## src/rtl/mpn_pkg.sv

```systemverilog
// Shared constants for the MAC-side nibble interface toward a PHY or ENDEC.
// Assumes a single 50 MHz core clock; all link clocks are sampled inputs.
package mpn_pkg;

   // ==========================================================
   // Timing.
   localparam int unsigned CORE_CLK_MHZ     = 50;
   localparam int unsigned TX_CLK_TIMEOUT_NS = 2000;
   localparam int unsigned TX_CLK_TIMEOUT_CYC = (TX_CLK_TIMEOUT_NS * CORE_CLK_MHZ) / 1000;
   localparam int unsigned INT_CLK_DIV      = 20;

   // ==========================================================
   // Framing patterns.
   localparam logic [7:0]  OPEN_FLAG_OCTET  = 8'hd5;
   localparam logic [7:0]  SERIAL_FLAG      = 8'hab;
   localparam logic [3:0]  PREAMBLE_NIBBLE  = 4'h5;
   localparam logic [3:0]  SFD_HIGH_NIBBLE  = 4'hd;
   localparam int unsigned RX_STATUS_WIDTH  = 16;
   localparam int unsigned BAD_FCS_BIT      = 13;
   localparam int unsigned ODD_NIBBLE_BIT   = 15;

   // ==========================================================
   // Receive state machine, Gray coded along the usual path.
   typedef enum logic [1:0] {
      MPN_RX_IDLE  = 2'b00,
      MPN_RX_HUNT  = 2'b01,
      MPN_RX_DATA  = 2'b11,
      MPN_RX_CLOSE = 2'b10
   } mpn_rx_state_e;

endpackage

```

## src/rtl/mpn_mac_phy.sv

```systemverilog
// MAC-side nibble interface: MII transmit and receive, ENDEC receive,
// carrier and collision conditioning, transmit clock watchdog and raw
// management pins. All link clocks are sampled by the 50 MHz core clock.
`timescale 1ns/1ns
module mpn_mac_phy (
   input  wire logic        core_clk_in,
   input  wire logic        rstn_in,
   input  wire logic        mii_mode_in,
   output logic             phy_interface_select_out,
   input  wire logic        mii_tx_nibble_clock_in,
   output logic             mii_tx_enable_out,
   output logic [3:0]       mii_tx_nibble_out,
   input  wire logic        tx_frame_valid_in,
   input  wire logic [3:0]  tx_frame_nibble_in,
   input  wire logic        tx_frame_last_in,
   output logic             tx_frame_ready_out,
   input  wire logic        mii_collision_in,
   input  wire logic        mii_carrier_sense_in,
   output logic             collision_out,
   output logic             carrier_envelope_out,
   output logic             internal_clock_active_out,
   input  wire logic        mii_rx_nibble_clock_in,
   input  wire logic        mii_rx_dv_in,
   input  wire logic        mii_rx_er_in,
   input  wire logic [3:0]  mii_rx_nibble_in,
   input  wire logic        endec_rx_clock_in,
   input  wire logic        endec_rx_data_in,
   input  wire logic        endec_carrier_in,
   output logic             rx_word_valid_out,
   input  wire logic        rx_word_ready_in,
   output logic [15:0]      rx_word_out,
   output logic             rx_frame_done_out,
   output logic [15:0]      rx_status_out,
   input  wire logic        mgmt_clock_set_in,
   input  wire logic        mgmt_data_set_in,
   input  wire logic        mgmt_drive_set_in,
   output logic             mgmt_clock_out,
   output logic             mgmt_data_out,
   output logic             mgmt_data_oe_out,
   input  wire logic        mgmt_data_in,
   output logic             mgmt_data_sample_out
);

   // ==========================================================
   // Synchronisers for every signal from outside the core domain.
   logic [11:0] raw_in;
   logic [11:0] syn;
   assign raw_in = {mii_tx_nibble_clock_in, mii_rx_nibble_clock_in, mii_rx_dv_in,
                    mii_rx_er_in, mii_rx_nibble_in, mii_collision_in,
                    mii_carrier_sense_in, endec_rx_clock_in, endec_rx_data_in};

   genvar gi;
   generate
      for (gi = 0; gi < 12; gi++) begin : g_sync
         mpn_sync u_sync (
            .core_clk_in (core_clk_in),
            .rstn_in     (rstn_in),
            .async_in    (raw_in[gi]),
            .sync_out    (syn[gi])
         );
      end
   endgenerate

   logic endec_crs_s;
   logic mgmt_in_s;
   mpn_sync u_sync_crs (
      .core_clk_in (core_clk_in),
      .rstn_in     (rstn_in),
      .async_in    (endec_carrier_in),
      .sync_out    (endec_crs_s)
   );
   mpn_sync u_sync_mdi (
      .core_clk_in (core_clk_in),
      .rstn_in     (rstn_in),
      .async_in    (mgmt_data_in),
      .sync_out    (mgmt_in_s)
   );

   logic       txc_s;
   logic       rxc_s;
   logic       rxdv_s;
   logic       rxer_s;
   logic [3:0] rxd_s;
   logic       col_s;
   logic       crs_s;
   logic       erxc_s;
   logic       erxd_s;
   assign txc_s  = syn[11];
   assign rxc_s  = syn[10];
   assign rxdv_s = syn[9];
   assign rxer_s = syn[8];
   assign rxd_s  = syn[7:4];   // Line 0 is the least significant bit.
   assign col_s  = syn[3];
   assign crs_s  = syn[2];
   assign erxc_s = syn[1];
   assign erxd_s = syn[0];

   // ==========================================================
   // Edge detection of the sampled link clocks.
   logic txc_q;
   logic rxc_q;
   logic erxc_q;
   logic tx_rise;
   logic rx_rise;
   logic erx_rise;
   always_ff @(posedge core_clk_in) begin
      if (!rstn_in) begin
         txc_q  <= 1'b0;
         rxc_q  <= 1'b0;
         erxc_q <= 1'b0;
      end else begin
         txc_q  <= txc_s;
         rxc_q  <= rxc_s;
         erxc_q <= erxc_s;
      end
   end
   assign tx_rise  = txc_s && !txc_q;
   assign rx_rise  = rxc_s && !rxc_q;
   assign erx_rise = erxc_s && !erxc_q;

   // ==========================================================
   // Path select mirrored straight out to external multiplexers.
   always_ff @(posedge core_clk_in) begin
      if (!rstn_in) begin
         phy_interface_select_out <= 1'b0;
      end else begin
         phy_interface_select_out <= mii_mode_in;
      end
   end

   // ==========================================================
   // Transmit clock watchdog. Without transmit clock edges (also during
   // reset) the block runs its tick from an internal divider instead.
   localparam int TO_W = $clog2(mpn_pkg::TX_CLK_TIMEOUT_CYC + 1);
   logic [TO_W-1:0] to_cnt_q;
   logic [4:0]      div_q;
   logic            int_tick;
   logic            tx_tick;
   always_ff @(posedge core_clk_in) begin
      if (!rstn_in) begin
         to_cnt_q                  <= '0;
         internal_clock_active_out <= 1'b1;
      end else if (tx_rise) begin
         to_cnt_q                  <= '0;
         internal_clock_active_out <= 1'b0;
      end else if (to_cnt_q == TO_W'(mpn_pkg::TX_CLK_TIMEOUT_CYC)) begin
         internal_clock_active_out <= 1'b1;
      end else begin
         to_cnt_q <= to_cnt_q + 1'b1;
      end
   end

   // Internal divider giving a one-cycle enable.
   always_ff @(posedge core_clk_in) begin
      if (!rstn_in) begin
         div_q <= '0;
      end else if (div_q == 5'(mpn_pkg::INT_CLK_DIV - 1)) begin
         div_q <= '0;
      end else begin
         div_q <= div_q + 1'b1;
      end
   end
   assign int_tick = (div_q == 5'(mpn_pkg::INT_CLK_DIV - 1));
   assign tx_tick  = internal_clock_active_out ? int_tick : tx_rise;

   // ==========================================================
   // Transmit outputs change only on the transmit tick or on leaving MII mode. Enable rises in
   // the same update that places the first preamble nibble, and falls
   // after the nibble flagged last has been driven.
   logic tx_last_q;
   // Ready stays low on the tick that drops enable, so no nibble is lost there.
   assign tx_frame_ready_out = tx_tick && mii_mode_in && !tx_last_q;
   always_ff @(posedge core_clk_in) begin
      if (!rstn_in) begin
         mii_tx_enable_out <= 1'b0;
         mii_tx_nibble_out <= 4'h0;
         tx_last_q         <= 1'b0;
      end else if (!mii_mode_in) begin
         mii_tx_enable_out <= 1'b0;
         mii_tx_nibble_out <= 4'h0;
         tx_last_q         <= 1'b0;
      end else if (tx_tick) begin
         if (tx_frame_valid_in && !tx_last_q) begin
            mii_tx_enable_out <= 1'b1;
            mii_tx_nibble_out <= tx_frame_nibble_in;
            tx_last_q         <= tx_frame_last_in;
         end else begin
            mii_tx_enable_out <= 1'b0;
            mii_tx_nibble_out <= 4'h0;
            tx_last_q         <= 1'b0;
         end
      end
   end

   // ==========================================================
   // Collision is retimed to the transmit tick; MII carrier is only an
   // envelope for deferral, while the ENDEC carrier also frames receive.
   always_ff @(posedge core_clk_in) begin
      if (!rstn_in) begin
         collision_out        <= 1'b0;
         carrier_envelope_out <= 1'b0;
      end else begin
         if (tx_tick) begin
            collision_out <= col_s;
         end
         carrier_envelope_out <= mii_mode_in ? crs_s : endec_crs_s;
      end
   end

   // ==========================================================
   // Receive nibble sources. MII: one aligned nibble per receive clock
   // rise. ENDEC: serial bits shifted in, aligned by the opening flag octet.
   logic       mii_stb;
   logic [3:0] mii_nib;
   logic [7:0] ser_q;
   logic [1:0] bitc_q;
   logic       ser_stb;
   logic       rx_stb;
   logic [3:0] rx_nib;
   logic       rx_act;
   mpn_pkg::mpn_rx_state_e st_q;

   assign mii_stb = mii_mode_in && rx_rise;
   assign mii_nib = rxd_s;
   always_ff @(posedge core_clk_in) begin
      if (!rstn_in) begin
         ser_q  <= 8'h00;
         bitc_q <= 2'd0;
      end else if (!mii_mode_in && erx_rise) begin
         ser_q <= {erxd_s, ser_q[7:1]};
         if (st_q == mpn_pkg::MPN_RX_HUNT) begin
            bitc_q <= 2'd0;
         end else begin
            bitc_q <= bitc_q + 1'b1;
         end
      end
   end
   assign ser_stb = !mii_mode_in && erx_rise && (bitc_q == 2'd3);
   assign rx_stb  = mii_mode_in ? mii_stb : ser_stb;
   // The bit arriving with the strobe is the nibble's top bit.
   assign rx_nib  = mii_mode_in ? mii_nib : {erxd_s, ser_q[7:5]};
   assign rx_act  = mii_mode_in ? rxdv_s : endec_crs_s;

   // ==========================================================
   // Receive state machine: hunt for the opening flag, pack nibbles into
   // words, close when the envelope drops.
   logic [1:0]  nib_q;
   logic [15:0] acc_q;
   logic        err_q;
   logic        push;
   logic        in_ready;
   logic        flag_hit;
   assign flag_hit = mii_mode_in ? (rx_nib == mpn_pkg::SFD_HIGH_NIBBLE)
                     : (erx_rise && {erxd_s, ser_q[7:1]} == mpn_pkg::OPEN_FLAG_OCTET);
   always_ff @(posedge core_clk_in) begin
      if (!rstn_in) begin
         st_q              <= mpn_pkg::MPN_RX_IDLE;
         nib_q             <= 2'd0;
         acc_q             <= 16'h0000;
         err_q             <= 1'b0;
         push              <= 1'b0;
         rx_frame_done_out <= 1'b0;
         rx_status_out     <= 16'h0000;
      end else begin
         push              <= 1'b0;
         rx_frame_done_out <= 1'b0;
         case (st_q)
            mpn_pkg::MPN_RX_IDLE: begin
               err_q <= 1'b0;
               nib_q <= 2'd0;
               if (rx_act) begin
                  st_q <= mpn_pkg::MPN_RX_HUNT;
               end
            end
            mpn_pkg::MPN_RX_HUNT: begin
               if (!rx_act) begin
                  st_q <= mpn_pkg::MPN_RX_IDLE;
               end else if ((mii_mode_in ? rx_stb : 1'b1) && flag_hit) begin
                  st_q <= mpn_pkg::MPN_RX_DATA;
               end
            end
            mpn_pkg::MPN_RX_DATA: begin
               if (!rx_act) begin
                  st_q <= mpn_pkg::MPN_RX_CLOSE;
               end else if (rx_stb) begin
                  acc_q <= {rx_nib, acc_q[15:4]};
                  nib_q <= nib_q + 1'b1;
                  if (nib_q == 2'd3) begin
                     push <= in_ready;
                  end
               end
            end
            mpn_pkg::MPN_RX_CLOSE: begin
               rx_frame_done_out <= 1'b1;
               rx_status_out <= 16'h0000;
               rx_status_out[mpn_pkg::BAD_FCS_BIT]    <= err_q;
               rx_status_out[mpn_pkg::ODD_NIBBLE_BIT] <= nib_q[0];
               st_q <= mpn_pkg::MPN_RX_IDLE;
            end
            default: begin
               st_q <= mpn_pkg::MPN_RX_IDLE;
            end
         endcase
         // Placed last so a new error wins over the idle clear.
         if (mii_mode_in && rx_stb && rx_act && rxer_s) begin
            err_q <= 1'b1;
         end
      end
   end

   // ==========================================================
   // Word buffer toward the receive consumer; a stalled consumer holds up to
   // two words here, and a word arriving while the buffer is full is dropped.
   mpn_skid u_rx_buf (
      .core_clk_in   (core_clk_in),
      .rstn_in       (rstn_in),
      .in_valid_in   (push),
      .in_ready_out  (in_ready),
      .in_data_in    (acc_q),
      .out_valid_out (rx_word_valid_out),
      .out_ready_in  (rx_word_ready_in),
      .out_data_out  (rx_word_out)
   );

   // ==========================================================
   // Raw management pins; software owns all framing and bit timing.
   always_ff @(posedge core_clk_in) begin
      if (!rstn_in) begin
         mgmt_clock_out       <= 1'b0;
         mgmt_data_out        <= 1'b0;
         mgmt_data_oe_out     <= 1'b0;
         mgmt_data_sample_out <= 1'b0;
      end else begin
         mgmt_clock_out       <= mgmt_clock_set_in;
         mgmt_data_out        <= mgmt_data_set_in;
         mgmt_data_oe_out     <= mgmt_drive_set_in;
         mgmt_data_sample_out <= mgmt_in_s;
      end
   end

endmodule

```

## src/rtl/mpn_sync.sv

```systemverilog
// Two flip-flop synchroniser for one level from outside the core domain.
// Assumes the input is held at least a few core cycles.
`timescale 1ns/1ns
module mpn_sync (
   input  wire logic core_clk_in,
   input  wire logic rstn_in,
   input  wire logic async_in,
   output logic      sync_out
);

   logic meta_q;

   // ==========================================================
   // The first stage feeds only the second stage.
   always_ff @(posedge core_clk_in) begin
      if (!rstn_in) begin
         meta_q   <= 1'b0;
         sync_out <= 1'b0;
      end else begin
         meta_q   <= async_in;
         sync_out <= meta_q;
      end
   end

endmodule

```

## src/rtl/mpn_skid.sv

```systemverilog
// Two-entry buffer with valid and ready on both sides.
// Assumes producer and consumer share the core clock.
`timescale 1ns/1ns
module mpn_skid (
   input  wire logic        core_clk_in,
   input  wire logic        rstn_in,
   input  wire logic        in_valid_in,
   output logic             in_ready_out,
   input  wire logic [15:0] in_data_in,
   output logic             out_valid_out,
   input  wire logic        out_ready_in,
   output logic [15:0]      out_data_out
);

   logic [15:0] mem_q [2];
   logic        wr_q;
   logic        rd_q;
   logic [1:0]  cnt_q;
   logic        push;
   logic        pop;

   assign in_ready_out  = (cnt_q != 2'd2);
   assign out_valid_out = (cnt_q != 2'd0);
   assign out_data_out  = mem_q[rd_q];
   assign push          = in_valid_in && in_ready_out;
   assign pop           = out_valid_out && out_ready_in;

   // ==========================================================
   // Storage and pointers; full stalls the producer.
   always_ff @(posedge core_clk_in) begin
      if (!rstn_in) begin
         wr_q     <= 1'b0;
         rd_q     <= 1'b0;
         cnt_q    <= 2'd0;
         mem_q[0] <= 16'h0000;
         mem_q[1] <= 16'h0000;
      end else begin
         if (push) begin
            mem_q[wr_q] <= in_data_in;
            wr_q        <= ~wr_q;
         end
         if (pop) begin
            rd_q <= ~rd_q;
         end
         cnt_q <= cnt_q + {1'b0, push} - {1'b0, pop};
      end
   end

endmodule

```

## config.mk

```make
export PLATFORM = sky130hd
export DESIGN_NAME = mpn_mac_phy
export DESIGN_NICKNAME = d
export VERILOG_FILES = /design/src/rtl/mpn_pkg.sv /design/src/rtl/mpn_mac_phy.sv /design/src/rtl/mpn_sync.sv /design/src/rtl/mpn_skid.sv
export SDC_FILE = /design/constraint.sdc
export NUM_CORES = 1
export LEC_CHECK = 0
export BUFFER_PORTS_ARGS = -buffer_cell sky130_fd_sc_hd__buf_2
export CAP_MARGIN = 15
export CORE_MARGIN = 1
export CORE_UTILIZATION = 30
export CTS_CLUSTER_SIZE = 12
export DETAILED_ROUTE_END_ITERATION = 8
export GPL_TIMING_DRIVEN = 0
export HOLD_SLACK_MARGIN = 0.12
export SLEW_MARGIN = 20
export SYNTH_ARGS = -nofsm -noshare
export SYNTH_HDL_FRONTEND = slang
export SYNTH_SLANG_ARGS = --single-unit
```

## constraint.sdc

```tcl
create_clock -name core_clk_in -period 1.6 [get_ports core_clk_in]
set_input_delay 0.24 -clock core_clk_in [delete_from_list [all_inputs] [get_ports core_clk_in]]
set_output_delay 0.24 -clock core_clk_in [all_outputs]
set_load 0.005 [all_outputs]
```

After elaboration in Yosys (flattened, before gate mapping)
Memory sizes are Yosys's and may differ from the RTL's. A register that Yosys moved wholly into a read port is not among the register bits.
Index checks and enable logic that the tools add are counted.
Cells by class
  $add $sub $neg: 6
  reductions and logical operators: 34
  eq/ne operators: 15
  multiplexer cells: 33
  bitwise gates (word level): 3
Operator list (count)
  $mux W1: 21
  $logic_and A1 B1 Y1: 16
  $mux W16: 1
  $reduce_or A16 Y1: 1
  $mux W2: 7
  $ne A2 B2 Y1 const B: 5
  $reduce_and A3 Y1: 3
  $eq A2 B2 Y1 const B: 4
  $eq A8 B8 Y1 const B: 1
  $mux W4: 2
  $pmux W2 S4: 1
  $reduce_bool A2 Y1: 4
  $add A7 B1 Y7 const B: 1
  $eq A7 B7 Y1 const B: 1
  $add A5 B1 Y5 const B: 1
  $eq A5 B5 Y1 const B: 1
  $logic_not A1 Y1: 5
  $reduce_and A5 Y1: 1
  $add A2 B1 Y2 const B: 2
  $eq A4 B4 Y1 const B: 1
  $pmux W2 S2: 1
  $reduce_or A2 Y1: 2
  $ne A3 B2 Y1 const B: 1
  $not A1 Y1: 3
  5 further kinds: 5
Word-level totals
  output and inout port bits: 48
  memories kept: 1
  logic and storage cells: 148
  bits of input ports: 27
  bits in registers: 96
  bits in writable memories: 32
Memory list
  u_rx_buf.mem_q: depth 2, width 16, rd ports 1, clocked after memory_dff 1, wr ports 2, RTL line mpn_skid.sv:15  | logic [15:0] mem_q [2];

Logic depth before layout (Yosys ltp)
Gate-level depths: netlist of the first run.
  depth after elaboration: 10
  mapped depth: 7
  gate-level depth less buffers: 7

By module
A second synthesis of the first run with hierarchy kept.
Second synthesis, totals
  cells, all modules: 477
  area total of the unflattened synthesis: 5048.6 um2
Modules (own cells, without submodules)
  mpn_mac_phy: cells each 290, area an instance 2660.1 um2, instances 1, sequential area each 1261.2 um2
  mpn_skid: cells each 131, area an instance 1652.8 um2, instances 1, sequential area each 1061.0 um2
  mpn_sync: cells each 4, area an instance 52.6 um2, instances 14, sequential area each 40.0 um2

Worst setup path before layout of the first run
OpenSTA, ideal clock, no wires.
  path type: register -> register
  start: register u_rx_buf.cnt_q[0]
  end: memory u_rx_buf.mem_q[1][0], enable pin
  cell stages (with the launch flop): 5
  library setup time: 375 ps
  buffers on the path: 1
  clock period less this slack: 1651 ps
  path slack: -51 ps
  arrival: 1277 ps
  path through: dfxtp_1 nand2b_1 and4_1 clkbuf_1 nand2b_1
RTL lines
  from (decl): RTL line mpn_skid.sv:18  | logic [1:0] cnt_q;
  from (signal assigned): RTL line mpn_skid.sv:45  | cnt_q <= cnt_q + {1'b0, push} - {1'b0, pop};
  to (decl): RTL line mpn_skid.sv:15

Worst setup path after layout of the first run
  start: register div_q[1]
  end: output port tx_frame_ready_out
Between the ends
  longest elaborated chain between the ends: 4
Ends and longest elaborated chain
  from (decl): RTL line mpn_mac_phy.sv:136  | logic [4:0] div_q;
  from (signal assigned): RTL line mpn_mac_phy.sv:160  | div_q <= div_q + 1'b1;
  $eq A5 B5 Y1: RTL line mpn_mac_phy.sv:163  | assign int_tick = (div_q == 5'(mpn_pkg::INT_CLK_DIV - 1));
  $mux W1: RTL line mpn_mac_phy.sv:164  | assign tx_tick = internal_clock_active_out ? int_tick : tx_rise;
  $logic_and A1 B1 Y1 (2 in series): RTL line mpn_mac_phy.sv:172  | assign tx_frame_ready_out = tx_tick && mii_mode_in && !tx_last_q;
  to (decl): RTL line mpn_mac_phy.sv:16  | output logic tx_frame_ready_out,
No other way between the ends.

==> metrics, run 1 <==
H-tree depth 4; count of input and output buffers 60; most common flop cell mapped by yosys dfxtp_1; max-slew violations 0; crit path DAT about 1.5 ns; failing checks setup timing; final std cells w/o fill approximately 820; number of flops mapped to enable cells by yosys 32; # DRC 0; period utilization 110%; design area between 6000 and 7000 um^2; Post-Syn Instances 460; CTS clk-pin slew, worst paths 0.05 ns; post-place instance area between 5000 and 6000 um^2; RR Endpoint push$_SDFF_PN0_; Fmax achieved approximately 570 MHz; Tightest Pin Transition roughly 0.66 ns; fin util 41.8%; overall power about 8.2 mW; initial antenna violation count 0; syn_area_per_cell roughly 11 um^2; worst-case clock buffer depth 2; CP max stage cell dfxtp_2; chip height between 100 and 150 um; outcome finished, violations left; hold endpoint mii_tx_enable_out$_SDFFE_PN0P_; pwr dens 1180 nW/um^2; RSZ-0062 raised after global routing yes; area of the mapped netlist approximately 5000 um^2; worst setup margin -0.159 ns; CP endpoint kind output pin; full die area ~17000 um^2; largest net degree at the start of global routing 17; final hold violations 0; sequential share of the synthesized area ~57%; Tmin final roughly 1.8 ns; remaining global-route overflow 0; MaxCap Viol Count 0; Synth async-reset ratio 0%; post-route ant nets 0; DP Cell Count 753; #FFs+latches synth approximately 130; Reg2Reg Setup Slack around 0.08 ns; Hold Crit Class in -> reg; endpoints failing setup 16; Req. time, crit path 1.36 ns; crit path cell chain ha_4 > and4bb_2 > a21oi_4 > nor3b_2 > buf_2; final net count just over 600; core area between 15000 and 20000 um^2; clock tree sinks approximately 130; Setup TNS Final -0.487 ns; GRT Overall Usage 12.6%; Min Hold Slack 0.284 ns; CTS Buf Count 17; Pre-antenna DRT Iters 4; Register-to-Register Path Depth 6; Area growth syn-to-layout 36.4%; placer congestion estimate between 0.7 and 0.8; total number of vias about 3500; Pleak approximately 2.8 nW; CTS tree built; hpwl dp 6820 um; 1st-iter DRT viols approximately 130; Min-Delay Path Depth 4; vias in the first global route 3545; starting density of the core between 30 and 40%; num rows 47; CP Launch Type flop; Largest stage delay, worst path around 0.35 ns; wire per inst about 12 um; first-pass GRT wire length about 17000 um; diode count 0; Clock Skew 0.00558 ns; critical path class reg -> out; hold path start tx_frame_valid_in; worst r2r src bitc_q[0]$_SDFFE_PN0P_; CTS root buffer clkbuf_16; Boundary Pins 75; Slew headroom about 55%; pre-CTS setup slack -0.564 ns; clk_lat worst skew 0.41 ns; width of the die about 130 um; crit-path max FO 2; Synth top area share a little under two fifths; share of cells above drive strength 1 roughly 28%; Yosys top cell by area dfxtp_1; Post-Route WL ~10000 um; VDD IR max 0.746 mV; vias per cell 4.29; Yosys cell types just under 50; Syn. warnings 0; top cells by area, synth dfxtp_1 38%, edfxtp_1 19%, and2_1 8.5%, mux2i_1 5.1%, mux2_2 4.7%
[worst max path at each step]
stage | start | end | depth (start not counted)
after global routing | div_q[1]$_SDFF_PP0_ | tx_frame_ready_out | 5
after floorplan | u_rx_buf.cnt_q[1]$_SDFF_PN0_ | u_rx_buf.mem_q[0][0]$_SDFFCE_PN0P_ | 3
after global placement | rstn_in | u_rx_buf.mem_q[0][10]$_SDFFCE_PN0P_ | 4
after detailed placement | rstn_in | u_rx_buf.mem_q[0][14]$_SDFFCE_PN0P_ | 4
after CTS | div_q[1]$_SDFF_PP0_ | tx_frame_ready_out | 5
final | div_q[1]$_SDFF_PP0_ | tx_frame_ready_out | 5
[sequential cells by signal, indices dropped and copies added (netlist names), 2 cells and up, named ones only]
register,flops
rx_status_out,2
ser_q,7
g_sync.u_sync.meta_q,12
u_rx_buf.mem_q,32
nib_q,2
g_sync.u_sync.sync_out,12
bitc_q,2
mii_tx_nibble_out,4
acc_q,16
to_cnt_q,7
st_q,2
u_rx_buf.cnt_q,2
div_q,5
[synthesized netlist by cell type, types with 7 or more instances]
master	count
nand2_1	54
mux2_2	21
nor2_1	14
nand3_1	7
ha_1	7
inv_1	10
and2_1	69
dfxtp_1	96
mux2i_1	26
clkbuf_1	15
edfxtp_1	32
buf_4	15
a21oi_1	18
[layout make-up]
type	count	area [um^2]
multi-input combinational	301	2130
fill	1551	9620
clock inverter	14	195
timing repair buffer	93	718
inverter	10	37.5
sequential	128	2890
clock buffer	18	429
tap	220	275
buffer	33	220
[cell families (layout without fill, tap and decap cells)]
kind of cell,Yosys count,in the layout,synth area share [%]
flops,128,128,57.0
buf+inv,45,168,4.80
simple gates,189,190,21.2
fa+ha+maj,7,7,1.73
compound gates,36,36,4.18
mux,47,47,9.82
xor+xnor,7,7,1.21
other cells,1,14,0.0741
[report_power, final]
| part | internal, mW | switching, mW | total [mW] |
|---|---|---|---|
| sequential | 3.43 | 0.0652 | 3.50 |
| clock | 2.73 | 1.32 | 4.04 |
| combinational | 0.378 | 0.249 | 0.627 |
[critical path, delay by kind of cell, from the launching register on]
family	cells	cell delay, ns
adders and majority gates	1	0.13
and+or+nand+nor	2	0.43
AOI/OAI and AO/OA	1	0.07
DFF	1	0.35
buffers and inverters	1	0.14
[repair_timing]
action                                  in CTS  in global routing
cloned                                       2                  0
hold buffers                                22                  0
pin swaps                                    3                  2
endpoints found under the setup margin      84                 53
setup buffers                                7                  3
hold endpoints to repair                    22                  0
resized for setup                           52                 14
[layer usage]
metal | global-route usage [%] | vias to the layer above | wire length (um)
met2 | 20.2 | 74 | 4740
met3 | 4.08 | 11 | 388
met5 | 0 | - | 0
met1 | 15.3 | 1633 | 4860
met4 | 6.01 | 0 | 133
li1 | - | 1786 | -
[layout by cell type, fill, tap and decap left out, types with 3 or more instances in the layout]
| cell type | instances |
|---|---|
| or3_1 | 4 |
| mux2_2 | 5 |
| nor2b_1 | 6 |
| buf_6 | 18 |
| nor2_1 | 14 |
| buf_4 | 22 |
| inv_1 | 10 |
| nor3_1 | 3 |
| edfxtp_1 | 32 |
| dlygate4sd3_1 | 22 |
| buf_2 | 48 |
| dfxtp_2 | 6 |
| nand2_1 | 53 |
| bufinv_16 | 5 |
| nand2b_1 | 3 |
| clkbuf_1 | 11 |
| nor3b_2 | 3 |
| ha_1 | 6 |
| xnor2_1 | 3 |
| clkinv_1 | 4 |
| clkbuf_2 | 3 |
| dfxtp_1 | 89 |
| clkinv_2 | 3 |
| and2_1 | 69 |
| o21ai_0 | 6 |
| mux2_4 | 16 |
| clkbuf_16 | 17 |
| and4b_1 | 4 |
| mux2i_1 | 26 |
| nand3_1 | 7 |
| a21oi_1 | 18 |
| conb_1 | 14 |
| xor2_1 | 4 |
Power figures use the tool's default switching activity.
==> run 2: changes to the inputs <==
Settings changed: RECOVER_POWER from default to 50.
==> run 2 against run 1 <==
The flow still finishes with violations (setup timing). Highest routed layer unchanged. Critical path depth unchanged. Sequential share of layout area up 0.13 points. Cell count unchanged. Largest cell class unchanged. First-iteration DRC count up 0.78%. Global-route usage unchanged. Fmax up 0.57%.
==> metrics, run 2 (synthesis gave the netlist of run 1 again) <==
crit path DAT 1.51 ns; share of cells above drive strength 1 between 20% and 30%; worst r2r src bitc_q[0]$_SDFFE_PN0P_; Pre-antenna DRT Iters 4; vias in the first global route between 3000 and 4000; count of input and output buffers 60; CTS tree built; Pleak 2.75 nW; DP Cell Count 753; final net count between 600 and 700; final hold violations 0; clk_lat worst skew 0.41 ns; Area growth syn-to-layout 36.0%; max-slew violations 0; CP endpoint kind output pin; hpwl dp around 6800 um; most frequent cells in the layout 90 x dfxtp_1, 53 x nand2_1, 41 x and2_1, 37 x buf_2, 32 x edfxtp_1; Boundary Pins 75; period utilization 109%; failing checks setup timing; max reg flops 32; chip height around 130 um; crit-path max FO 2; endpoints failing setup 31; CTS clk-pin slew, worst paths approximately 0.050 ns; Fmax achieved roughly 570 MHz; diode count 0; total number of vias around 3500; pwr dens 1190 nW/um^2; num rows 47; Setup crit start div_q[1]$_SDFF_PP0_; outcome finished, violations left; worst setup margin -0.149 ns; Reg area 2890 um^2; hold path start tx_frame_valid_in; CTS root buffer clkbuf_16; Post-Route WL roughly 10000 um; remaining global-route overflow 0; CTS Buf Count 17; Tightest Pin Transition 0.685 ns; vias per cell ~4.3; 1st-iter DRT viols around 130; VDD IR max 0.741 mV; pre-CTS setup slack -0.564 ns; clock tree sinks 128; number of fill cells roughly 1600; Setup TNS Final -0.965 ns; largest net degree at the start of global routing 17; first-pass GRT wire length 17100 um; starting density of the core 30.6%; worst-case clock buffer depth 2; RSZ-0062 raised after global routing yes; final std cells w/o fill between 800 and 900; Slew headroom between 50 and 60%; most common cell after layout, fill and taps aside dfxtp_1; post-route ant nets 0; # DRC 0; CP Launch Type flop; wire per inst roughly 12 um; full die area approximately 17000 um^2; footprint of the multi-input gates 2130 um^2; MaxCap Viol Count 0; Hold Crit Class in -> reg; Tmin final 1.75 ns; core area ~17000 um^2; Clock Skew roughly 0.0098 ns; initial antenna violation count 0; Regs by FF count u_rx_buf.mem_q (32), acc_q (16); critical path class reg -> out; H-tree depth 4; Req. time, crit path approximately 1.4 ns; width of the die 132 um; register with the most flip-flops u_rx_buf.mem_q; placer congestion estimate between 0.7 and 0.8; GRT Overall Usage 12.6%
==> run 2: cell types whose count changed in the layout (fill, tap and decap cells not counted) <==
cell      previous run  this run
and2_0               0        28
and2_1              69        41
clkbuf_1            11        23
buf_2               48        37
and4_1               1         2
and4_2               1         0
buf_6               18        17
dfxtp_1             89        90
dfxtp_2              6         5
==> run 2: per-stage QoR <==
stage	cell area [um^2]	hold WS [ns]	utilization, %	power, mW
finish	6880	0.289	41.6	8.16
global route	6880	0.317	41.6	8.48
CTS	6840	0.255	41.4	8.23
detailed placement	5690	0.417	34.4	3.99
global placement	5690	0.415	34.4	3.97
floorplan	5110	0.367	-	3.82
==> run 2: final timing paths <==
kind,end,slack [ns],cells past startpoint
worst max register to register,nib_q[0]$_SDFFE_PN0P_,-0.06,6
worst max-delay path,tx_frame_ready_out,-0.15,5
worst min register to register,u_sync_mdi.sync_out$_SDFF_PN0_,0.43,1
worst min-delay path,mii_tx_enable_out$_SDFFE_PN0P_,0.29,4
==> run 2: critical path: stages (launching register included) <==
cell	delay (ns)
dfxtp_2	0.35
ha_4	0.13
and4bb_2	0.28
a21oi_4	0.07
nor3b_2	0.15
buf_2	0.14
==> run 2: where the power goes <==
group | switching, mW | total [mW] | internal (mW)
logic | 0.250 | 0.624 | 0.375
registers | 0.0655 | 3.49 | 3.43
clock network | 1.31 | 4.04 | 2.73
==> run 2: layout make-up <==
type                    instances  share of cell area (%)
well taps                     220                    4.00
repair buffers                 93                    10.3
plain buffers                  33                    3.07
clock buffers                  18                    6.24
inverters                      10                   0.546
multi-input cells             301                    31.0
flip-flops and latches        128                    42.1
clock inverters                14                    2.84
==> run 2: repair_timing <==
action                                  CTS  global route
endpoints found under the setup margin   84            53
pin swaps                                 3             2
endpoints found under the hold margin    22             0
hold buffers                             22             0
gates resized for setup                  52            14
cloned                                    2             0
buffers inserted                          7             3
==> run 2: metal layers <==
| layer | track usage [%] | vias to the layer above | share of wire [%] | wire (um) |
|---|---|---|---|---|
| met4 | 6.01 | 0 | 0.48 | 49 |
| li1 | - | 1786 | - | - |
| met3 | 4.08 | 2 | 4.3 | 434 |
| met1 | 15.3 | 1630 | 47 | 4810 |
| met5 | 0 | - | 0 | 0 |
| met2 | 20.2 | 74 | 48 | 4850 |
